==> src/inc/tmr_pkg.sv <==
// register map, field layout, reset values and types of the 16-bit
// timer / event / window counter.
// assumes APB, 32-bit data, 8-bit byte address.
package tmr_pkg;

	// ==========================================================
	// register indices; byte address is four times the index
	// ==========================================================
	localparam int unsigned  ADDR_W      = 8;
	localparam logic [5:0]   IDX_CTRL    = 6'h23; // counter_control_reg
	localparam logic [5:0]   IDX_CMP_LO  = 6'h24; // compare_low_byte
	localparam logic [5:0]   IDX_CMP_HI  = 6'h25; // compare_high_byte
	localparam logic [5:0]   IDX_COUNT   = 6'h26; // live count readout
	localparam logic [5:0]   IDX_STATUS  = 6'h27; // block status

	// ==========================================================
	// field positions
	// ==========================================================
	localparam int unsigned  CTRL_MODE_POS   = 0;  // mode_select_bit
	localparam int unsigned  CTRL_CK_LSB     = 2;  // source_clock_select
	localparam int unsigned  CTRL_RUN_POS    = 5;  // run_control_bit
	localparam int unsigned  STAT_RUN_POS    = 0;
	localparam int unsigned  STAT_PEND_POS   = 1;
	localparam int unsigned  STAT_PIN_POS    = 2;
	localparam int unsigned  STAT_MASK_POS   = 3;
	localparam int unsigned  MASK_LOW_BITS   = 11; // ignored during warm-up

	// ==========================================================
	// values after reset
	// ==========================================================
	localparam logic [15:0]  CMP_RESET   = 16'hFFFF;
	localparam logic [15:0]  COUNT_RESET = 16'h0000;
	localparam logic [7:0]   BYTE_RESET  = 8'h00;

	// ==========================================================
	// types
	// ==========================================================
	typedef enum logic [2:0] {
		CK_SLOW_DIV  = 3'b000,
		CK_MID_DIV   = 3'b001,
		CK_FAST_DIV  = 3'b010,
		CK_HF_DIV8   = 3'b011,
		CK_HIGH_FREQ = 3'b100, // high_freq_osc, warm-up use
		CK_LOW_FREQ  = 3'b101, // low_freq_osc
		CK_RESERVED  = 3'b110,
		CK_PIN       = 3'b111  // counter_input_pin
	} clk_sel_e;

	typedef enum logic [1:0] {
		MODE_IDLE   = 2'b00,
		MODE_TIMER  = 2'b01,
		MODE_EVENT  = 2'b10,
		MODE_WINDOW = 2'b11
	} count_mode_e;

	typedef struct packed {
		logic      run;
		clk_sel_e  clk_sel;
		logic      window;
	} ctrl_s;

	localparam ctrl_s CTRL_RESET = '{run: 1'b0, clk_sel: CK_SLOW_DIV, window: 1'b0};

	typedef struct packed {
		logic  level;
		logic  rise;
		logic  fall;
	} pin_ev_s;

endpackage : tmr_pkg

==> src/design/pin_sync.sv <==
// three-flop synchroniser with agreement filter and edge pulses.
// assumes an async input held two cycles per level.
`timescale 1ns/10ps
`default_nettype none

module pin_sync (
	// clock and reset
	input  wire logic      pclk,
	input  wire logic      presetn,
	// raw pin and filtered result
	input  wire logic      pin_raw,
	output tmr_pkg::pin_ev_s ev
);

	logic  s1;
	logic  s2;
	logic  s3;
	logic  level;

	// ==========================================================
	// synchroniser chain; s1 feeds only s2
	// ==========================================================
	always_ff @(posedge pclk or negedge presetn) begin
		if (!presetn) begin
			s1 <= 1'b0;
			s2 <= 1'b0;
			s3 <= 1'b0;
		end else begin
			s1 <= pin_raw;
			s2 <= s1;
			s3 <= s2;
		end
	end

	// level moves only when second and third stages agree
	always_ff @(posedge pclk or negedge presetn) begin
		if (!presetn) begin
			level <= 1'b0;
		end else if (s2 == s3) begin
			level <= s3;
		end
	end

	// edges are one-cycle pulses from the filtered level
	always_comb begin
		ev.level = level;
		ev.rise  = (s2 == s3) && s3 && !level;
		ev.fall  = (s2 == s3) && !s3 && level;
	end

endmodule : pin_sync

`default_nettype wire

==> src/design/compare_unit.sv <==
// compare register, low-then-high pairing and match check.
// assumes one-cycle write strobes from the bus decoder.
`timescale 1ns/10ps
`default_nettype none

module compare_unit (
	// clock and reset
	input  wire logic         pclk,
	input  wire logic         presetn,
	// byte writes
	input  wire logic         wr_lo,
	input  wire logic         wr_hi,
	input  wire logic [7:0]   wbyte,
	// comparison
	input  wire logic [15:0]  count_val,
	input  wire logic         mask_low,
	output logic              hit,
	// state
	output logic [15:0]       compare_value_reg,
	output logic              pending
);

	logic [7:0]  staged_lo;

	// ==========================================================
	// low byte is staged; only a following high write commits
	// ==========================================================
	always_ff @(posedge pclk or negedge presetn) begin
		if (!presetn) begin
			staged_lo         <= tmr_pkg::BYTE_RESET;
			pending           <= 1'b0;
			compare_value_reg <= tmr_pkg::CMP_RESET;
		end else if (wr_lo) begin
			staged_lo <= wbyte;
			pending   <= 1'b1;
		end else if (wr_hi && pending) begin
			compare_value_reg <= {wbyte, staged_lo};
			pending           <= 1'b0;
		end
	end

	// warm-up compares the upper five bits only
	always_comb begin
		if (mask_low) begin
			hit = count_val[15:tmr_pkg::MASK_LOW_BITS] ==
			      compare_value_reg[15:tmr_pkg::MASK_LOW_BITS];
		end else begin
			hit = count_val == compare_value_reg;
		end
	end

endmodule : compare_unit

`default_nettype wire

==> src/design/event_window_counter.sv <==
// 16-bit up-counter with timer, event and window modes behind APB.
// assumes an external prescaler supplies one-cycle source ticks and the
// power-mode controller supplies low-speed and stop-entry indications.
`timescale 1ns/10ps
`default_nettype none

// What this block does
// - three modes: timer, event, window counting
// - timer mode can time oscillator warm-up
// - timer counts ticks, match interrupts and clears
// - warm-up match uses upper five bits only
// - event mode counts pin rising edges
// - event match checked on pin falling edge
// - window counts ticks while pin is high
// - run bit zero halts and clears counter
// - mode bit: zero timer/event, one window
// - compare updates only on low-then-high write
// - stop mode entry clears the run bit
module event_window_counter #(
	parameter int unsigned  COUNT_W = 16
) (
	// clock and reset
	input  wire logic                         pclk,
	input  wire logic                         presetn,
	// apb slave
	input  wire logic                         psel,
	input  wire logic                         penable,
	input  wire logic                         pwrite,
	input  wire logic [tmr_pkg::ADDR_W-1:0]   paddr,
	input  wire logic [31:0]                  pwdata,
	output logic      [31:0]                  prdata,
	output logic                              pready,
	output logic                              pslverr,
	// source ticks from the prescaler, one per select code 000..101
	input  wire logic [5:0]                   src_tick,
	// power-mode indications
	input  wire logic                         low_speed_mode_two,
	input  wire logic                         stop_mode_entry,
	// external pin and event output
	input  wire logic                         counter_input_pin,
	output logic                              match_interrupt
);

	// ==========================================================
	// declarations
	// ==========================================================
	tmr_pkg::ctrl_s        counter_control_reg;
	tmr_pkg::count_mode_e  mode;
	tmr_pkg::pin_ev_s      pin;
	logic [COUNT_W-1:0]    count;
	logic [COUNT_W-1:0]    next_count;
	logic [15:0]           compare_value_reg;
	logic                  cmp_pending;
	logic                  hit_now;
	logic                  hit_next;
	logic                  warmup_mask;
	logic                  tick;
	logic                  next_match;
	logic                  setup_phase;
	logic                  access_phase;
	logic                  wr_ctrl;
	logic                  wr_lo;
	logic                  wr_hi;
	logic                  mapped;
	logic [31:0]           next_rdata;
	logic [COUNT_W-1:0]    count_plus;

	// ==========================================================
	// address decoding
	// ==========================================================
	// byte address of a register index
	function automatic logic addr_hit(input logic [tmr_pkg::ADDR_W-1:0] a,
	                                  input logic [5:0] idx);
		addr_hit = (a == {idx, 2'b00});
	endfunction : addr_hit

	// any mapped register
	function automatic logic addr_mapped(input logic [tmr_pkg::ADDR_W-1:0] a);
		addr_mapped = addr_hit(a, tmr_pkg::IDX_CTRL) ||
		              addr_hit(a, tmr_pkg::IDX_CMP_LO) ||
		              addr_hit(a, tmr_pkg::IDX_CMP_HI) ||
		              addr_hit(a, tmr_pkg::IDX_COUNT) ||
		              addr_hit(a, tmr_pkg::IDX_STATUS);
	endfunction : addr_mapped

	// phases of an apb transfer; zero wait states
	always_comb begin
		setup_phase  = psel && !penable;
		access_phase = psel && penable;
		mapped       = addr_mapped(paddr);
		wr_ctrl      = access_phase && pwrite && addr_hit(paddr, tmr_pkg::IDX_CTRL);
		wr_lo        = access_phase && pwrite && addr_hit(paddr, tmr_pkg::IDX_CMP_LO);
		wr_hi        = access_phase && pwrite && addr_hit(paddr, tmr_pkg::IDX_CMP_HI);
	end

	// no wait states
	assign pready = 1'b1;

	// unmapped addresses answer with an error, writes are dropped
	assign pslverr = access_phase && !mapped;

	// ==========================================================
	// control register
	// ==========================================================
	// stop entry beats a software write in the same cycle, so the
	// counter can never run on into stop mode
	always_ff @(posedge pclk or negedge presetn) begin
		if (!presetn) begin
			counter_control_reg <= tmr_pkg::CTRL_RESET;
		end else if (stop_mode_entry) begin
			counter_control_reg.run <= 1'b0;
		end else if (wr_ctrl) begin
			counter_control_reg.run     <= pwdata[tmr_pkg::CTRL_RUN_POS];
			counter_control_reg.clk_sel <=
				tmr_pkg::clk_sel_e'(pwdata[tmr_pkg::CTRL_CK_LSB +: 3]);
			counter_control_reg.window  <= pwdata[tmr_pkg::CTRL_MODE_POS];
		end
	end

	// ==========================================================
	// mode selection
	// ==========================================================
	// pin select outside window mode means event counting
	always_comb begin
		if (!counter_control_reg.run) begin
			mode = tmr_pkg::MODE_IDLE;
		end else if (counter_control_reg.window) begin
			mode = tmr_pkg::MODE_WINDOW;
		end else if (counter_control_reg.clk_sel == tmr_pkg::CK_PIN) begin
			mode = tmr_pkg::MODE_EVENT;
		end else begin
			mode = tmr_pkg::MODE_TIMER;
		end
	end

	// internal tick for the chosen source; reserved and pin give none
	always_comb begin
		case (counter_control_reg.clk_sel)
			tmr_pkg::CK_SLOW_DIV:  tick = src_tick[0];
			tmr_pkg::CK_MID_DIV:   tick = src_tick[1];
			tmr_pkg::CK_FAST_DIV:  tick = src_tick[2];
			tmr_pkg::CK_HF_DIV8:   tick = src_tick[3];
			tmr_pkg::CK_HIGH_FREQ: tick = src_tick[4];
			tmr_pkg::CK_LOW_FREQ:  tick = src_tick[5];
			default:               tick = 1'b0;
		endcase
	end

	// fast source in low-speed mode two is warm-up
	assign warmup_mask = (mode == tmr_pkg::MODE_TIMER) && low_speed_mode_two &&
	                     (counter_control_reg.clk_sel == tmr_pkg::CK_HIGH_FREQ);

	// ==========================================================
	// pin synchroniser
	// ==========================================================
	// the filter leans on each pin level lasting two cycles
	pin_sync u_pin_sync (
		.pclk    (pclk),
		.presetn (presetn),
		.pin_raw (counter_input_pin),
		.ev      (pin)
	);

	// ==========================================================
	// compare registers
	// ==========================================================
	// one instance checks the count as it stands
	compare_unit u_compare (
		.pclk              (pclk),
		.presetn           (presetn),
		.wr_lo             (wr_lo),
		.wr_hi             (wr_hi),
		.wbyte             (pwdata[7:0]),
		.count_val         (16'(count)),
		.mask_low          (warmup_mask),
		.hit               (hit_now),
		.compare_value_reg (compare_value_reg),
		.pending           (cmp_pending)
	);

	// timer and window match on the post-tick value
	assign count_plus = count + COUNT_W'(1);

	// masked comparison of the incremented count
	always_comb begin
		if (warmup_mask) begin
			hit_next = count_plus[15:tmr_pkg::MASK_LOW_BITS] ==
			           compare_value_reg[15:tmr_pkg::MASK_LOW_BITS];
		end else begin
			hit_next = 16'(count_plus) == compare_value_reg;
		end
	end

	// ==========================================================
	// counter
	// ==========================================================
	// event mode compares on the falling edge, not on the count step,
	// so a rise and fall can never both act in one cycle
	always_comb begin
		next_count = count;
		next_match = 1'b0;
		case (mode)
			tmr_pkg::MODE_IDLE: begin
				next_count = '0;
			end
			tmr_pkg::MODE_TIMER: begin
				if (tick && hit_next) begin
					next_count = '0;
					next_match = 1'b1;
				end else if (tick) begin
					next_count = count_plus;
				end
			end
			tmr_pkg::MODE_EVENT: begin
				if (pin.rise) begin
					next_count = count_plus;
				end else if (pin.fall && hit_now) begin
					next_count = '0;
					next_match = 1'b1;
				end
			end
			tmr_pkg::MODE_WINDOW: begin
				// gate must toggle far slower than the tick; no edge
				// alignment is attempted between the two
				if (tick && pin.level && hit_next) begin
					next_count = '0;
					next_match = 1'b1;
				end else if (tick && pin.level) begin
					next_count = count_plus;
				end
			end
			default: begin
				next_count = '0;
			end
		endcase
	end

	// count state
	always_ff @(posedge pclk or negedge presetn) begin
		if (!presetn) begin
			count <= COUNT_W'(tmr_pkg::COUNT_RESET);
		end else begin
			count <= next_count;
		end
	end

	// ==========================================================
	// match event
	// ==========================================================
	// registered one-cycle pulse per match
	always_ff @(posedge pclk or negedge presetn) begin
		if (!presetn) begin
			match_interrupt <= 1'b0;
		end else begin
			match_interrupt <= next_match;
		end
	end

	// ==========================================================
	// read data
	// ==========================================================
	// read mux; bits above each register read as zero
	always_comb begin
		next_rdata = 32'h0000_0000;
		if (addr_hit(paddr, tmr_pkg::IDX_CTRL)) begin
			next_rdata[tmr_pkg::CTRL_RUN_POS]       = counter_control_reg.run;
			next_rdata[tmr_pkg::CTRL_CK_LSB +: 3]   = counter_control_reg.clk_sel;
			next_rdata[tmr_pkg::CTRL_MODE_POS]      = counter_control_reg.window;
		end else if (addr_hit(paddr, tmr_pkg::IDX_CMP_LO)) begin
			next_rdata[7:0] = compare_value_reg[7:0];
		end else if (addr_hit(paddr, tmr_pkg::IDX_CMP_HI)) begin
			next_rdata[7:0] = compare_value_reg[15:8];
		end else if (addr_hit(paddr, tmr_pkg::IDX_COUNT)) begin
			next_rdata[15:0] = 16'(count);
		end else if (addr_hit(paddr, tmr_pkg::IDX_STATUS)) begin
			next_rdata[tmr_pkg::STAT_RUN_POS]  = counter_control_reg.run;
			next_rdata[tmr_pkg::STAT_PEND_POS] = cmp_pending;
			next_rdata[tmr_pkg::STAT_PIN_POS]  = pin.level;
			next_rdata[tmr_pkg::STAT_MASK_POS] = warmup_mask;
		end
	end

	// captured in the setup cycle, stable through the access cycle
	always_ff @(posedge pclk or negedge presetn) begin
		if (!presetn) begin
			prdata <= 32'h0000_0000;
		end else if (setup_phase && !pwrite) begin
			prdata <= next_rdata;
		end
	end

	// low-speed and sleep restrictions on window mode are left to
	// software; the block does not police them

endmodule : event_window_counter

`default_nettype wire

==> config.mk <==
export PLATFORM = sky130hd
export DESIGN_NAME = event_window_counter
export DESIGN_NICKNAME = d
export VERILOG_FILES = /design/src/inc/tmr_pkg.sv /design/src/design/pin_sync.sv /design/src/design/compare_unit.sv /design/src/design/event_window_counter.sv
export SDC_FILE = /design/constraint.sdc
export NUM_CORES = 1
export LEC_CHECK = 0
export BUFFER_PORTS_ARGS = -buffer_cell sky130_fd_sc_hd__buf_2
export CAP_MARGIN = 20
export CORE_ASPECT_RATIO = 0.6
export CORE_MARGIN = 1
export CORE_UTILIZATION = 35
export CTS_CLUSTER_DIAMETER = 50
export CTS_CLUSTER_SIZE = 25
export DETAILED_ROUTE_END_ITERATION = 10
export SLEW_MARGIN = 40
export SYNTH_ARGS = -nofsm -noshare
export SYNTH_HDL_FRONTEND = slang
export SYNTH_HIERARCHICAL = 1
export SYNTH_SLANG_ARGS = --single-unit
==> constraint.sdc <==
create_clock -name pclk -period 2.45 [get_ports pclk]
set_input_delay 0.49 -clock pclk [delete_from_list [all_inputs] [get_ports pclk]]
set_output_delay 0.49 -clock pclk [all_outputs]
set_load 0.01 [all_outputs]
=== Word level (Yosys, flattened, before mapping) ===
Cells that the tools add are included.

* Output and inout bits: 35
* Register bits: 67
* Word-level logic and storage cells: 106

* Eq/ne operators: 22
* $add $sub $neg: 1
* Mux-type cells: 33
* Reduce and logical (&&, ||, !) cells: 35
* Bitwise operators: 2

{| class="wikitable"
|+ Operator list
! cell !! count
|-
| 16-bit two-way mux || 6
|-
| 16-bit one-hot mux with 4 select lines || 1
|-
| 8-bit equality test (second input constant) || 5
|-
| 16-bit equality test || 2
|-
| 8-bit two-way mux || 4
|-
| 1-bit logical AND || 19
|-
| 16-bit by 1-bit adder with 16-bit output (second input constant) || 1
|-
| 12-bit two-way mux || 1
|-
| 4-bit two-way mux || 3
|-
| 1-bit two-way mux || 11
|-
| 5-bit equality test || 2
|-
| 10-bit two-way mux || 1
|-
| 3-bit equality test (second input constant) || 3
|-
| 3-bit by 2-bit equality test with 1-bit output (second input constant) || 2
|-
| 2-bit two-way mux || 3
|-
| 3-bit != test (second input constant) || 2
|-
| 1-bit one-hot mux with 6 select lines || 1
|-
| 1-bit zero test || 5
|-
| 5-bit two-way mux || 1
|-
| 2-bit equality test (second input constant) || 2
|-
| 1-bit logical OR || 4
|-
| 2-bit AND reduction || 2
|-
| 2-bit nonzero test || 2
|-
| 3-bit by 1-bit equality test with 1-bit output (second input constant) || 1
|-
| 8 further kinds || 9
|}

=== Longest topological paths before layout ===
Gate-level depths: netlist of run 1.

* Depth after elaboration: 12
* Mapped depth: 12
* Gate-level depth less buffers: 9

=== Hierarchy ===
The synthesis of run 1 kept the hierarchy.

{| class="wikitable"
|+ By module, submodules not included
! module !! cells each !! sequential area each (sq um) !! area each (sq um) !! times used
|-
| event_window_counter || 336 || 950.9 || 2962.8 || 1
|-
| compare_unit || 76 || 645.6 || 1182.4 || 1
|-
| pin_sync || 12 || 100.1 || 167.7 || 1
|}

=== Least setup slack after synthesis of run 1 ===
OpenSTA, ideal clock, no wires.

* Kind: register to register
* Start: register count[1]
* End: register count[2]
* Setup slack: 0.010 ns
* Stages on the path, launching flop included: 11
* Data arrival time: 2.309 ns
* Data required time: 2.318 ns
* Setup time: 0.132 ns
* Cells stage by stage: dfrtp_1 > ha_1 > buf_2 > nand2b_1 > a311o_1 > a211o_1 > a2111oi_2 > a21oi_2 > o21ai_1 > buf_4 > o221ai_2

* Cells in the longest elaborated chain, start to end: 6

{| class="wikitable"
|+ RTL lines
! what !! line !! source
|-
| from (decl) || event_window_counter.sv:50 || <nowiki>logic [COUNT_W-1:0] count;</nowiki>
|-
| from (signal assigned) || event_window_counter.sv:241 || <nowiki>count <= COUNT_W'(tmr_pkg::COUNT_RESET);</nowiki>
|-
| from (signal assigned) || event_window_counter.sv:243 || <nowiki>count <= next_count;</nowiki>
|-
| 16-bit by 1-bit adder with 16-bit output || event_window_counter.sv:182 || <nowiki>assign count_plus = count + COUNT_W'(1);</nowiki>
|-
| 16-bit equality test or 5-bit equality test (tied branches) || event_window_counter.sv:190, event_window_counter.sv:187 ||
|-
| 1-bit two-way mux || event_window_counter.sv:186 || <nowiki>if (warmup_mask) begin</nowiki>
|-
| 1-bit logical AND (on tied branches) || event_window_counter.sv:225, event_window_counter.sv:207 ||
|-
| 16-bit two-way mux, or another cell as far along || event_window_counter.sv:225 || <nowiki>if (tick && pin.level && hit_next) begin</nowiki>
|-
| 16-bit one-hot mux with 4 select lines or 3-bit AND reduction (tied branches) || - ||
|}

Several ways; a longest one is shown, not always the timed one. The select of a mux whose other input is x is not followed.
A chain may end at the register's enable or synchronous reset.

=== Worst setup path in the final report of run 1 ===
* Start: register count[0]
* End: register count[2]

The elaborated chain is that of the path after synthesis.

==> results of run 1 <==
==> synth_stat cells, drive strengths merged (2+ instances only) <==
library cell	number	area, µm²
a211o	2	17.5
mux4	4	90.1
xor2	18	158
nand2b	5	31.3
inv	9	33.8
or2	4	25.0
a211oi	2	20.0
nand3	18	100
and3	2	12.5
buf	36	267
nor2b	3	18.8
dfstp	16	420
nand4	5	43.8
o31ai	3	22.5
o311ai	6	52.6
a21oi	12	63.8
mux2i	10	100
nor3	8	40.0
nor2	16	60.1
nand2	41	154
dfrtp	51	1280
mux2	28	357
nand4b	2	17.5
nor4b	2	17.5
a22oi	5	37.5
nor4	11	81.3
a21o	2	15.0
ha	3	37.5
o21a	2	15.0
o2111ai	5	43.8
o21ai	18	101
xnor2	18	158
o211ai	10	85.1
clkbuf	11	41.3
o21bai	4	30.0
o22ai	3	18.8
a31oi	3	18.8
a22o	8	70.1
and2	5	31.3
conb	2	7.51
==> cell type report <==
| cell class | count | area share (%) |
|---|---|---|
| multi-input cells | 316 | 44.0 |
| clock buffers | 11 | 4.27 |
| well taps | 160 | 3.52 |
| clock inverters | 5 | 1.50 |
| flip-flops and latches | 67 | 29.9 |
| inverters | 9 | 0.595 |
| repair buffers | 132 | 16.3 |
==> timing repair <==
action,in CTS,in global routing
setup endpoints to repair,17,17
resized for setup,22,19
buffers inserted,0,4
pin swaps,5,10
==> power groups by stage <==
stage               Clock (mW)  Sequential [mW]  Combinational (mW)
floorplan                    0             1.14              0.0794
global placement             0             1.14               0.124
detailed placement           0             1.14               0.127
CTS                       1.46             1.13               0.128
global route              1.50             1.13               0.142
finish                    1.44             1.13               0.127
==> cells in the final DEF (no fill, tap or decap), types with 5 or more instances in the layout <==
cell / count
buf_4: 75
o211ai_1: 8
nor2_1: 14
mux2_2: 17
mux2i_1: 10
conb_1: 17
xnor2_1: 18
nor3_1: 6
and2_1: 5
o21ai_0: 14
dfstp_2: 16
dfrtp_1: 50
nand3_1: 16
clkbuf_16: 9
a22o_1: 8
mux2_4: 11
xor2_1: 18
a22oi_1: 5
nand2b_1: 5
nor4_2: 5
buf_2: 47
a21oi_1: 11
inv_1: 9
buf_6: 8
nand2_1: 40
==> layer usage <==
layer | vias to the layer above | GRT usage, % | routed length [µm]
met1 | 1845 | 31.7 | 6590
met5 | - | 1.07 | 9
met3 | 17 | 6.30 | 1200
li1 | 1736 | - | -
met4 | 2 | 5.36 | 129
met2 | 153 | 28.8 | 5060
==> worst max path at each step <==
stage,to,slack [ns]
2_1_floorplan,count[2],0.01
3_3_place_gp,count[2],-0.19
3_5_place_dp,count[12],-0.20
4_1_cts,count[2],-0.07
5_1_grt,count[9],-0.18
6_report,count[2],-0.11
==> kinds of logic (layout without fill, tap and decap cells) <==
group / count (synthesis) / after routing
muxes: 42 / 42
buffers and inverters: 56 / 157
AOI/OAI and AO/OA: 91 / 91
and+or+nand+nor: 127 / 127
DFF: 67 / 67
other: 2 / 17
adders and majority gates: 3 / 3
xor gates and xnor gates: 36 / 36
==> per-stage QoR <==
stage	setup slack, ns	utilization, %	cell area, µm²
floorplan	0.00953	-	4370
global placement	-0.186	44.0	5120
detailed placement	-0.200	44.0	5120
CTS	-0.0706	47.8	5560
global route	-0.176	48.8	5680
finish	-0.112	48.8	5680
==> results.sh, run 1 <==
export IMPL_status="complete, but fails checks"
export IMPL_failed_checks="negative setup slack"
export IMPL_intPower_mw=2.09
export IMPL_die_y_um=88.0
export IMPL_ant_nets=0
export IMPL_path_delay_family="compound AO/OA/AOI/OAI gates"
export IMPL_critPathMaxFanout=10
export IMPL_cellPowerDensity_nw_per_um2=474
export IMPL_ys_flop_type="dfrtp_1"
export IMPL_p_total_mw=2.69
export IMPL_critPathSlowestCell="dfrtp_1"
export IMPL_reg2regPathDepth=9
export IMPL_dp_cells=680
export IMPL_crit_cells=9
export IMPL_finalClockSkew_ns=0.00784
export IMPL_antenna_found_initial=1
export IMPL_critPathLaunch="count[0]"
export IMPL_cts_buffers_inserted=9
export IMPL_min_delay_path_class="in2async"
export IMPL_max_freq_ghz=0.390
export IMPL_rsz0062_at_grt="yes"
export IMPL_synth_edff_count=0
export IMPL_die_w_um=145
export IMPL_areaGrowthSynthToFinish_pct=31.7
export IMPL_drt_wl_total_mm=13.0
export IMPL_yosys_warnings=6
export IMPL_n_antenna_cell=0
export IMPL_grt_total_usage_pct=21.1
export IMPL_worstSetupEndpointType="register"
export IMPL_whs_ns=0.146
export IMPL_slew_headroom_pct=55.6
export IMPL_nets=592
export IMPL_cts_tree="built"
export IMPL_fill_cells=1075
export IMPL_setup_tns_ns=-1.00
export IMPL_synth_compound_area_share_pct=15.8
export IMPL_synthSimpleGateAreaFrac_pct=16.0
export IMPL_combPwrFrac_pct=4.7
export IMPL_cts_max_level=3
export IMPL_irDropWorstVdd_mv=0.312
export IMPL_ys_ff_latch=67
export IMPL_critPathMaxStageDelay_ns=0.41
export IMPL_reg2reg_slack_ns=-0.11
export IMPL_clock_path_buffers=2
export IMPL_cp_buffers_inverters=1
export IMPL_synth_area_um2=4310
export IMPL_setup_viol=16
export IMPL_switching_power_mw=0.609
export IMPL_crit_required_ns=2.65
export IMPL_rows=30
export IMPL_syn_avg_cell_area_um2=10.2
export IMPL_design_die_area_um2=12800
export IMPL_drive_gt1_share_pct=43.9
export IMPL_arrival_ns=2.76
export IMPL_start_util_pct=37.1
export IMPL_instances_no_fill=700
export IMPL_start_kind="register"
export IMPL_grt_pass1_wl_mm=19.9
export IMPL_crit_type="reg2reg"
export IMPL_core_area_um2=11600
export IMPL_synthArstFlopShare_pct=100
export IMPL_synthDistinctLibCells=65
export IMPL_overflow=0
export IMPL_clk_pin_slew_ns=0.06
export IMPL_grt_start_max_net_pins=43
export IMPL_num_vias=3753
export IMPL_gp_congestion=0.914
export IMPL_slew_viol_final=0
export IMPL_portBuffers=47
export IMPL_p_sw_share_pct=22.6
export IMPL_seq_area_frac_synth_pct=39.3
export IMPL_grt_pass1_vias=3505
export IMPL_hpwl_mm=10.1
export IMPL_multi_input_area_um2=2500
export IMPL_clkPwrFrac_pct=53.5
export IMPL_hold_buffers=0
export IMPL_period_share_pct=105
export IMPL_path_cells="ha_4, xor2_1, a311o_1, a211o_1, a2111oi_4, a21oi_2, buf_12, o21ai_4, o221ai_2"
export IMPL_synthAdderAreaFrac_pct=0.870
export IMPL_r2r_end="count[2]"
export IMPL_p_leak_nw=2.75
export IMPL_wire_per_inst_um=18.6
export IMPL_synthMuxAreaShare_pct=12.7
export IMPL_share_seq_of_total_power_pct=41.8
export IMPL_initialDrtViolationCount=337
export IMPL_finalWorstSetupSlack_ns=-0.112
export IMPL_io_pin_count=89
export IMPL_seq_area_um2=1700
export IMPL_synth_xor_xnor_area_share_pct=7.31
export IMPL_final_hold_violation_count=0
export IMPL_clkSinkCount=67
export IMPL_tightest_slew_ns=0.666
export IMPL_drv_cap=0
export IMPL_clk_latency_ns=0.34
export IMPL_firstDrtPassIters=5
export IMPL_timing_rr_start="count[0]"
export IMPL_via_per_inst=5.36
export IMPL_fin_crit_ns=2.56
export IMPL_synth_top_family_by_area="simple AND/OR/NAND/NOR gates"
export IMPL_drc=0
export IMPL_syn_inst=424
export IMPL_clockRootBuffer="clkbuf_16"
(Power assumes the default switching activity.)
==> run 2: changes to the inputs <==
==> constraint.sdc (replaced) <==
create_clock -name pclk -period 2.5 [get_ports pclk]
set_input_delay 0.5 -clock pclk [delete_from_list [all_inputs] [get_ports pclk]]
set_output_delay 0.5 -clock pclk [all_outputs]
set_load 0.01 [all_outputs]
==> run 2 against run 1 <==
The flow still finishes with violations (negative setup slack). Clock skew is essentially flat. Hold slack gained 0.039 ns. Maximum frequency shrank 7.9%. Clock power shrank 12%. Flip-flop and latch count is the same. Register-to-register slack lost 0.17 ns. Critical path depth grew 1. First-iteration DRC count shrank 1.5%. Count of clock-buffer cells in the layout is the same. Cell area grew 0.13%. Core utilization grew 0.065 points. Critical endpoint unchanged.
==> results.sh, run 2 (synthesis results as in run 1) <==
export IMPL_rows=30
export IMPL_status="complete, but fails checks"
export IMPL_drc=0
export IMPL_period_share_pct=111
export IMPL_initialDrtViolationCount=332
export IMPL_grt_total_usage_pct=21.8
export IMPL_nets=595
export IMPL_fill_cells=1098
export IMPL_critPathMaxStageDelay_ns=0.43
export IMPL_cts_buffers_inserted=9
export IMPL_fin_crit_ns=2.78
export IMPL_max_freq_ghz=0.359
export IMPL_post_route_util_pct=48.9
export IMPL_crit_required_ns=2.70
export IMPL_seq_area_um2=1700
export IMPL_irDropWorstVdd_mv=0.363
export IMPL_use_met1_pct=32.5
export IMPL_use_met2_pct=30.4
export IMPL_grt_pass1_vias=3605
export IMPL_failed_checks="negative setup slack"
export IMPL_path_cells="buf_6, ha_4, nand2b_4, a311o_1, a211o_1, a2111oi_4, a21oi_4, buf_6, o21ai_4, o221ai_2"
export IMPL_tightest_slew_ns=0.627
export IMPL_gp_congestion=0.963
export IMPL_arrival_ns=2.99
export IMPL_cellPowerDensity_nw_per_um2=441
export IMPL_critPathMaxFanout=5
export IMPL_wire_per_inst_um=19.4
export IMPL_rsz0062_at_grt="yes"
export IMPL_n_antenna_cell=0
export IMPL_setup_viol=17
export IMPL_overflow=0
export IMPL_worst_path_most_repeated_cell="buf_6"
export IMPL_timing_rr_start="count[0]"
export IMPL_drv_cap=0
export IMPL_drt_wl_total_mm=13.6
export IMPL_areaGrowthSynthToFinish_pct=31.9
export IMPL_dp_cells=675
export IMPL_worstSetupEndpointType="register"
export IMPL_slew_viol_final=0
export IMPL_design_die_area_um2=12800
export IMPL_cts_tree="built"
export IMPL_die_y_um=88.0
export IMPL_multi_input_area_um2=2510
export IMPL_antenna_found_initial=0
export IMPL_grt_pass1_wl_mm=20.7
export IMPL_clk_latency_ns=0.33
export IMPL_crit_cells=10
export IMPL_final_common_cell="buf_4"
export IMPL_core_area_um2=11600
export IMPL_top_usage_layer="met1"
export IMPL_critPathSlowestCell="a2111oi_4"
export IMPL_final_hold_violation_count=0
export IMPL_min_delay_path_class="in2async"
export IMPL_via_per_inst=5.42
export IMPL_clk_pin_slew_ns=0.06
export IMPL_clock_path_buffers=2
export IMPL_most_common_layout_cells="buf_4 (73), dfrtp_1 (48), buf_2 (47), nand2_1 (41), xnor2_1 (18)"
export IMPL_start_kind="register"
export IMPL_start_util_pct=37.1
export IMPL_crit_type="reg2reg"
export IMPL_clkSinkCount=67
export IMPL_whs_ns=0.185
export IMPL_finalWorstSetupSlack_ns=-0.283
export IMPL_critPathLaunch="count[0]"
export IMPL_hpwl_mm=10.4
export IMPL_clockRootBuffer="clkbuf_16"
export IMPL_path_delay_family="compound AO/OA/AOI/OAI gates"
export IMPL_ant_nets=0
export IMPL_cts_max_level=3
export IMPL_p_total_mw=2.51
export IMPL_instances_no_fill=703
export IMPL_drive_gt1_share_pct=44.6
export IMPL_num_vias=3811
export IMPL_firstDrtPassIters=5
export IMPL_p_leak_nw=2.71
export IMPL_die_w_um=145
export IMPL_met3_usage_pct=7.08
export IMPL_cp_buffers_inverters=2
export IMPL_slew_headroom_pct=58.2
export IMPL_reg2regPathDepth=10
export IMPL_finalClockSkew_ns=0.00748
export IMPL_io_pin_count=89
export IMPL_grt_start_max_net_pins=28
export IMPL_portBuffers=47
## run 2: cell count changes in the layout (fill, tap and decap cells not counted), moves of 2 or more
cell / delta
clkinv_2: +3
buf_6: +7
nor2_2: -2
buf_4: -2
dfrtp_1: -2
nor4_1: +2
o21ai_0: -2
dfrtp_2: +2
## run 2: layout make-up
cell class	count	share of cell area, %
flip-flops and latches	67	29.9
well taps	160	3.52
inverters	9	0.594
multi-input cells	316	44.1
clock buffers	11	4.27
repair buffers	135	16.7
clock inverters	5	0.924
## run 2: final timing paths
path,endpoint,slack [ns]
setup / recovery,count[2],-0.28
hold / removal,prdata[15],0.19
setup reg to reg,count[2],-0.28
hold reg to reg,u_pin_sync/s2,0.35
max in group asynchronous,u_compare/compare_value_reg[8],1.47
min in group pclk,u_pin_sync/s1,0.27
## run 2: power by group
group	switching [mW]	internal [mW]	leakage [nW]
combinational	0.0834	0.0453	1.71
sequential	0.00947	1.09	0.858
clock	0.479	0.794	0.145
## run 2: metrics by stage
stage,setup WS [ns],setup TNS (ns),instance area [µm²]
floorplan,0.0595,0,4370
global placement,-0.240,-2.13,5070
detailed placement,-0.298,-2.91,5070
CTS,-0.0344,-0.0564,5470
global route,-0.331,-4.70,5690
finish,-0.283,-3.78,5690
## run 2: what timing repair did
item | 4_1_cts | 5_1_grt
hold buffers | 0 | 0
resized for setup | 14 | 37
pin swaps | 1 | 24
buffers inserted | 8 | 4
endpoints found under the setup margin | 17 | 17
## run 2: metal layers
metal / wire length [µm] / vias to the layer above
met5: 0 / -
met4: 102 / 0
met3: 1280 / 13
met2: 5590 / 184
met1: 6630 / 1878
li1: - / 1736
## run 2: worst register-to-register path: stages (launching register included)
cell       delay [ns]
dfrtp_1          0.42
buf_6            0.14
ha_4             0.17
nand2b_4         0.15
a311o_1          0.35
a211o_1          0.32
a2111oi_4        0.43
a21oi_4          0.14
buf_6            0.15
o21ai_4          0.25
o221ai_2         0.14
